## config.mk

```make
export PLATFORM = sky130hd
export DESIGN_NAME = psbs_top
export DESIGN_NICKNAME = d
export VERILOG_FILES = /design/src/psbs_pkg.sv /design/src/psbs_top.sv
export VERILOG_INCLUDE_DIRS = /design/src
export SDC_FILE = /design/constraint.sdc
export NUM_CORES = 1
export LEC_CHECK = 0
export ABC_AREA = 1
export ABC_CLOCK_PERIOD_IN_PS = 2400
export BUFFER_PORTS_ARGS = -buffer_cell sky130_fd_sc_hd__clkbuf_2
export CORE_MARGIN = 4
export CORE_UTILIZATION = 60
export DETAILED_ROUTE_END_ITERATION = 8
export PLACE_DENSITY = 0.86
export SYNTH_ARGS = -nofsm -noshare
export SYNTH_HDL_FRONTEND = slang
export SYNTH_SLANG_ARGS = --single-unit
```

## constraint.sdc

```tcl
create_clock -name aclk -period 2.4 [get_ports aclk]
set_input_delay 0.48 -clock aclk [delete_from_list [all_inputs] [get_ports aclk]]
set_output_delay 0.48 -clock aclk [all_outputs]
set_load 0.005 [all_outputs]
```

## src/psbs_map.svh

```systemverilog
// register offsets, field positions and reset values of the slave buffer status block
`ifndef PSBS_MAP_SVH
`define PSBS_MAP_SVH

// byte offsets on the register bus and the slot decode mask
`define PSBS_OFF_STAT      8'h00
`define PSBS_OFF_CLR       8'h04
`define PSBS_OFF_SET       8'h08
`define PSBS_OFF_INV       8'h0c
`define PSBS_OFF_IN0       8'h10
`define PSBS_OFF_OUT0      8'h20
`define PSBS_OFF_EVST      8'h30
`define PSBS_OFF_EVMSK     8'h34
`define PSBS_OFF_CTRL      8'h38
`define PSBS_SLOT_MASK     8'hf3

// status word fields
`define PSBS_B_IN_ALL      15
`define PSBS_B_IN_OVF      14
`define PSBS_B_IN_SLOT     8
`define PSBS_B_OUT_ALL     7
`define PSBS_B_OUT_UNF     6
`define PSBS_B_OUT_SLOT    0
`define PSBS_STAT_RSVD     32'hffff_3030

// event status bits
`define PSBS_EV_IN_RX      0
`define PSBS_EV_OVF        1
`define PSBS_EV_UNF        2
`define PSBS_EV_OUT_TX     3

// reset values
`define PSBS_RST_OUT_EMPTY 4'hf
`define PSBS_RST_MODE      1'b1

// bus responses
`define PSBS_RESP_OKAY     2'b00
`define PSBS_RESP_SLVERR   2'b10

`endif

```

## src/psbs_pkg.sv

```systemverilog
// types of the slave buffer status block
package psbs_pkg;

	// write of one byte by the external master
	typedef struct packed {
		logic       valid;
		logic [1:0] slot;
		logic [7:0] data;
	} psbs_ext_wr_t;

	// read of one byte by the external master
	typedef struct packed {
		logic       valid;
		logic [1:0] slot;
	} psbs_ext_rd_t;

	// whole state of the block
	typedef struct packed {
		logic [3:0][7:0] in_data;
		logic [3:0]      in_full;
		logic [3:0][7:0] out_data;
		logic [3:0]      out_empty;
		logic            ovf;
		logic            unf;
		logic            mode;
		logic [3:0]      ev_st;
		logic [3:0]      ev_mask;
		logic            aw_v;
		logic [7:0]      aw_addr;
		logic            w_v;
		logic [31:0]     w_data;
		logic [3:0]      w_strb;
		logic            bvalid;
		logic [1:0]      bresp;
		logic            rvalid;
		logic [31:0]     rdata;
		logic [1:0]      rresp;
		logic [7:0]      ext_rd_data;
		logic            ext_rd_ok;
	} psbs_state_t;

endpackage : psbs_pkg

```

## src/psbs_top.sv

```systemverilog
// slave buffer status block: four input and four output byte buffers with axi4-lite registers
`timescale 1ns/10ps
`include "psbs_map.svh"

module psbs_top
	import psbs_pkg::*;
(
	input  wire logic         aclk,
	input  wire logic         aresetn,
	input  wire logic [7:0]   awaddr,
	input  wire logic         awvalid,
	output logic              awready,
	input  wire logic [31:0]  wdata,
	input  wire logic [3:0]   wstrb,
	input  wire logic         wvalid,
	output logic              wready,
	output logic [1:0]        bresp,
	output logic              bvalid,
	input  wire logic         bready,
	input  wire logic [7:0]   araddr,
	input  wire logic         arvalid,
	output logic              arready,
	output logic [31:0]       rdata,
	output logic [1:0]        rresp,
	output logic              rvalid,
	input  wire logic         rready,
	input  wire psbs_ext_wr_t ext_wr,
	input  wire psbs_ext_rd_t ext_rd,
	output logic [7:0]        ext_rd_data,
	output logic              ext_rd_ok,
	output logic              all_inputs_full,
	output logic              all_outputs_empty,
	output logic              irq
);

	// ************************************************************
	// state and decode signals
	// ************************************************************
	psbs_state_t q;             // registered state
	psbs_state_t d;             // next state
	logic [31:0] stat;          // status word as software sees it
	logic [31:0] wmask;         // byte strobes widened to bits
	logic [31:0] alias_val;     // status after a base or alias write
	logic        wr_go;         // address and data both held
	logic        ar_go;         // read address taken this cycle
	logic        w_in;          // write address hits an input slot
	logic        w_out;         // write address hits an output slot
	logic        r_in;          // read address hits an input slot
	logic        r_out;         // read address hits an output slot
	logic        w_stat;        // write hits status or an alias
	logic        ovf_ev;        // external write into a full slot
	logic        unf_ev;        // external read from an empty slot
	logic        rx_ev;         // external write stored
	logic        tx_ev;         // external read served
	logic        ev_clr;        // event status read this cycle

	// ************************************************************
	// handshake outputs
	// ************************************************************
	// one write and one read at a time: channels stall while an answer waits
	assign awready = !q.aw_v && !q.bvalid;
	assign wready  = !q.w_v && !q.bvalid;
	assign arready = !q.rvalid;
	assign wr_go   = q.aw_v && q.w_v;
	assign ar_go   = arvalid && arready;

	// registered outputs, and the aggregate flags and irq decoded from registered state
	assign bvalid      = q.bvalid;
	assign bresp       = q.bresp;
	assign rvalid      = q.rvalid;
	assign rdata       = q.rdata;
	assign rresp       = q.rresp;
	assign ext_rd_data = q.ext_rd_data;
	assign ext_rd_ok   = q.ext_rd_ok;
	assign all_inputs_full   = stat[`PSBS_B_IN_ALL];
	assign all_outputs_empty = stat[`PSBS_B_OUT_ALL];
	assign irq               = |(q.ev_st & q.ev_mask);

	// ************************************************************
	// next state
	// ************************************************************
	always_comb begin
		d      = q;
		ovf_ev = 1'b0;
		unf_ev = 1'b0;
		rx_ev  = 1'b0;
		tx_ev  = 1'b0;
		ev_clr = 1'b0;
		// status word, unused positions tied low
		stat = 32'h0000_0000;
		stat[`PSBS_B_IN_ALL]  = &q.in_full;
		stat[`PSBS_B_IN_OVF]  = q.ovf;
		stat[`PSBS_B_IN_SLOT +: 4]  = q.in_full;
		stat[`PSBS_B_OUT_ALL] = &q.out_empty;
		stat[`PSBS_B_OUT_UNF] = q.unf;
		stat[`PSBS_B_OUT_SLOT +: 4] = q.out_empty;
		wmask  = {{8{q.w_strb[3]}}, {8{q.w_strb[2]}}, {8{q.w_strb[1]}}, {8{q.w_strb[0]}}};
		w_in   = (q.aw_addr & `PSBS_SLOT_MASK) == `PSBS_OFF_IN0;
		w_out  = (q.aw_addr & `PSBS_SLOT_MASK) == `PSBS_OFF_OUT0;
		r_in   = (araddr & `PSBS_SLOT_MASK) == `PSBS_OFF_IN0;
		r_out  = (araddr & `PSBS_SLOT_MASK) == `PSBS_OFF_OUT0;
		w_stat = q.aw_addr[7:4] == 4'h0;
		// base write stores, aliases clear, set or toggle the written ones
		unique case (q.aw_addr[3:2])
			2'h0:    alias_val = (stat & ~wmask) | (q.w_data & wmask);
			2'h1:    alias_val = stat & ~(q.w_data & wmask);
			2'h2:    alias_val = stat | (q.w_data & wmask);
			default: alias_val = stat ^ (q.w_data & wmask);
		endcase
		// served pulse lasts one cycle unless another byte goes out
		d.ext_rd_ok = 1'b0;

		// external read first, so a same-cycle software fill wins
		if (q.mode && ext_rd.valid) begin
			if (q.out_empty[ext_rd.slot]) begin
				unf_ev = 1'b1;
			end else begin
				d.ext_rd_data = q.out_data[ext_rd.slot];
				d.ext_rd_ok   = 1'b1;
				d.out_empty[ext_rd.slot] = 1'b1;
				tx_ev = 1'b1;
			end
		end

		// write channel capture
		if (awvalid && awready) begin
			d.aw_v    = 1'b1;
			d.aw_addr = awaddr;
		end
		if (wvalid && wready) begin
			d.w_v    = 1'b1;
			d.w_data = wdata;
			d.w_strb = wstrb;
		end
		if (q.bvalid && bready) begin
			d.bvalid = 1'b0;
		end

		// write execution once both halves are held
		if (wr_go) begin
			d.aw_v   = 1'b0;
			d.w_v    = 1'b0;
			d.bvalid = 1'b1;
			d.bresp  = `PSBS_RESP_OKAY;
			if (w_stat) begin
				// only the two error flags are writable
				d.ovf = alias_val[`PSBS_B_IN_OVF];
				d.unf = alias_val[`PSBS_B_OUT_UNF];
			end else if (w_out) begin
				if (q.w_strb[0]) begin
					d.out_data[q.aw_addr[3:2]]  = q.w_data[7:0];
					d.out_empty[q.aw_addr[3:2]] = 1'b0;
				end
			end else if (w_in || q.aw_addr == `PSBS_OFF_EVST) begin
				// read-only words: write accepted and dropped
			end else if (q.aw_addr == `PSBS_OFF_EVMSK) begin
				if (q.w_strb[0]) begin
					d.ev_mask = q.w_data[3:0];
				end
			end else if (q.aw_addr == `PSBS_OFF_CTRL) begin
				if (q.w_strb[0]) begin
					d.mode = q.w_data[0];
				end
			end else begin
				d.bresp = `PSBS_RESP_SLVERR;
			end
		end

		// read channel
		if (q.rvalid && rready) begin
			d.rvalid = 1'b0;
		end
		if (ar_go) begin
			d.rvalid = 1'b1;
			d.rresp  = `PSBS_RESP_OKAY;
			d.rdata  = 32'h0000_0000;
			if (araddr == `PSBS_OFF_STAT) begin
				d.rdata = stat;
			end else if (araddr[7:4] == 4'h0) begin
				// aliases are write-only and read as zero
			end else if (r_in) begin
				d.rdata[7:0] = q.in_data[araddr[3:2]];
				d.in_full[araddr[3:2]] = 1'b0;
			end else if (r_out) begin
				d.rdata[7:0] = q.out_data[araddr[3:2]];
			end else if (araddr == `PSBS_OFF_EVST) begin
				d.rdata[3:0] = q.ev_st;
				ev_clr = 1'b1;
			end else if (araddr == `PSBS_OFF_EVMSK) begin
				d.rdata[3:0] = q.ev_mask;
			end else if (araddr == `PSBS_OFF_CTRL) begin
				d.rdata[0] = q.mode;
			end else begin
				d.rresp = `PSBS_RESP_SLVERR;
			end
		end

		// external write last, so a fresh byte beats a same-cycle read clear
		if (q.mode && ext_wr.valid) begin
			if (q.in_full[ext_wr.slot]) begin
				ovf_ev = 1'b1;
				// held byte and full flag untouched
			end else begin
				d.in_data[ext_wr.slot] = ext_wr.data;
				d.in_full[ext_wr.slot] = 1'b1;
				rx_ev = 1'b1;
			end
		end

		// hardware set wins over a software clear in the same cycle
		d.ovf = d.ovf | ovf_ev;
		d.unf = d.unf | unf_ev;
		d.ev_st = (ev_clr ? 4'h0 : q.ev_st) | {tx_ev, unf_ev, ovf_ev, rx_ev};
	end

	// ************************************************************
	// state register
	// ************************************************************
	// one register for the whole state keeps all next-state logic in one place;
	// the reset branch loads constants only, so buffers come up drained
	always_ff @(posedge aclk) begin
		if (!aresetn) begin
			q           <= '0;
			q.out_empty <= `PSBS_RST_OUT_EMPTY;
			q.mode      <= `PSBS_RST_MODE;
		end else begin
			q <= d;
		end
	end

	// held byte survives an overflowing write
	for (genvar i = 0; i < 4; i++) begin : g_keep

	end
endmodule : psbs_top

```

==> flow_metrics.tcl <==
set metrics [dict create \
    finalSetupViolCount 0 \
    start_kind "flip-flop" \
    cts_setup_buffers 0 \
    synthTopCellsByCount "nand2_1 (165), dfxtp_1 (131), o21ai_0 (122), nor2_1 (118), inv_1 (95)" \
    firstDrtPassIters 7 \
    core_area_sq_um 10400 \
    syn_area_per_cell_sq_um 6.97 \
    grt_pass1_wl_um 26900 \
    ys_warn_count 0 \
    drt_iter0_markers 715 \
    max-clock-path-buffers 2 \
    die-area_sq_um 12400 \
    detail-route-antenna-nets 0 \
    status "completed" \
    drive_above_1_share 0.146 \
    postCtsHoldBufs 0 \
    htree_levels 4 \
    ir_worst_vdd_uv 386 \
    multi_input_area_sq_um 2970 \
    cts.repair.resized 0 \
    critPathKind "flip-flop to output port" \
    yosysMostFrequentCell "nand2_1" \
    met2WireLength_um 7700 \
    setup_tns_ns 0 \
    slowest_delay_ns 0.41 \
    routedLengthMet1_um 6970 \
    numPlacedInstances 1090 \
    pin_count 126 \
    maxCapViolations 0 \
    nets 1050 \
    required_ns 1.92 \
    antenna_found_initial 0 \
    worst_pin_slew_ns 0.591 \
    yosysSeqAreaShare 0.409 \
    finalClockSkew_ns 0.00791 \
    ys_async_sr_fraction 0 \
    p_per_area_nw_per_um2 730 \
    ys_top_cells_by_area "dfxtp_1 (41%), nand2_1 (9.7%), o21ai_0 (9.5%), nor2_1 (6.9%), a21oi_1 (6.2%)" \
    n_fill_cell 882 \
    drt-wirelength-per-cell_um 14.8 \
    slew_headroom 0.603 \
    die_y_um 111 \
    dp_hpwl_um 11100 \
    clk_latency_ns 0.52 \
    fmax_mhz 529 \
    pre_cts_ws_ns 0.368 \
    hold_path.class "input port to flip-flop" \
    cts.sink_count 131 \
    cts_root_buf "clkbuf_8" \
    crit_path_top_delay_cell "dfxtp_1" \
    cts_buffers 17 \
    yosys.area.top_type_share 0.409 \
    arrival_ns 1.41 \
    drc_errors 0 \
    synthFlopType "dfxtp_1" \
    via_per_inst 5.55 \
    final-max-slew-violation-count 0 \
    path_cells "nand2_1, nor3_1, clkbuf_2" \
    rsz0062_at_grt "no" \
    period_needed_ns 1.89 \
    top_layer "met4" \
    layoutNonFillerInstCount 1119 \
    end_kind "output port" \
    seqCellArea_sq_um 2620 \
    rows 37 \
    cp_top_family "flip-flops" \
    vias 6211 \
    met3_length_um 1290 \
    p_total_w 0.00523 \
    synth_cells 919 \
    area_delta_synth_final_pct 11.8 \
    grt_pass1_vias 5642 \
    hold_ws_ns 0.152 \
    yosysTopAreaCell "dfxtp_1" \
    synth.distinct_cells 35 \
    port-buffer-count 80 \
    layout_worst_path_cycle_share 0.788 \
    initial_utilization 0.618 \
    path_buf_inv 1 \
    ys_ff_latch 131 \
    path_max_fanout 4 \
    gp_congestion 0.940 \
    synth_edf_count 0 \
    clkTransAtPathRegs_ns 0.06 \
    fin_ws_ns 0.508 \
    grt_usage 0.264 \
    synthesis.area_sq_um 6400 \
    diodes 0 \
    p_leak_nw 3.19 \
    grt_max_degree 99 \
    cts_tree "yes" \
    die_width_um 111 \
    hold_viol_final 0 \
    gr-total-overflow 0 \
    wl_um 16600 \
]
## stage by stage
step | util | cell area (sq um)
after CTS | 0.691 | 7160
after global routing | 0.691 | 7160
after global placement | 0.641 | 6650
after detailed placement | 0.641 | 6650
after floorplan | - | 6480
final | 0.691 | 7160
## metal layers
layer	vias up	global-route usage
met5	-	0
met4	0	0.135
met3	54	0.0546
met2	304	0.435
met1	2782	0.327
li1	3071	-
## cell usage in the layout (no fill, tap or decap), types with 5 or more instances in the layout
cell / instances
nand3_1: 23
nand2_2: 5
buf_4: 13
o31ai_1: 5
clkbuf_2: 80
nor2_4: 5
nand4_1: 13
clkbuf_16: 16
a21oi_1: 79
o22ai_1: 13
dfxtp_1: 131
nor3_1: 34
o21ai_0: 122
nor2_1: 118
inv_1: 95
nand2_1: 165
conb_1: 20
## path summary, 6_finish.rpt
path | start | to | slack [ns] | depth (start not counted)
max | q[104] | all_outputs_empty | 0.51 | 3
min | bready | bvalid | 0.15 | 2
max reg2reg | q[83] | q[109] | 0.62 | 7
min reg2reg | q[146] | q[146] | 0.45 | 2
## final cells by class
type | count | area share
inverter | 99 | 0.0519
timing repair buffer | 94 | 0.0723
clock buffer | 23 | 0.0638
sequential | 131 | 0.366
clock inverter | 6 | 0.00803
tap | 136 | 0.0238
multi-input combinational | 630 | 0.414
## where the power goes
| group | internal, W | leakage (nW) | switching, W |
|---|---|---|---|
| Sequential | 0.00228 | 1.07 | 0.0000703 |
| Combinational | 0.000194 | 1.87 | 0.000380 |
| Clock | 0.00140 | 0.253 | 0.000905 |
| Total | 0.00388 | 3.19 | 0.00136 |
## sequential cells by signal, indices dropped and copies added (netlist names)
| register | count |
|---|---|
| ext_rd_ok | 1 |
| rdata | 14 |
| bvalid | 1 |
| rresp | 1 |
| ext_rd_data | 8 |
| q | 104 |
| bresp | 1 |
| rvalid | 1 |
## cell families (layout without fill, tap and decap cells)
logic type                 count (synthesis)  count (layout)  synth area share
AOI/OAI and AO/OA                        234             234             0.193
and+or+nand+nor                          372             372             0.251
DFF                                      131             131             0.409
adders and majority gates                  4               4           0.00781
other                                      1              20          0.000585
buffers and inverters                    177             222             0.139
No activity file was read; power rests on OpenSTA's default activity.
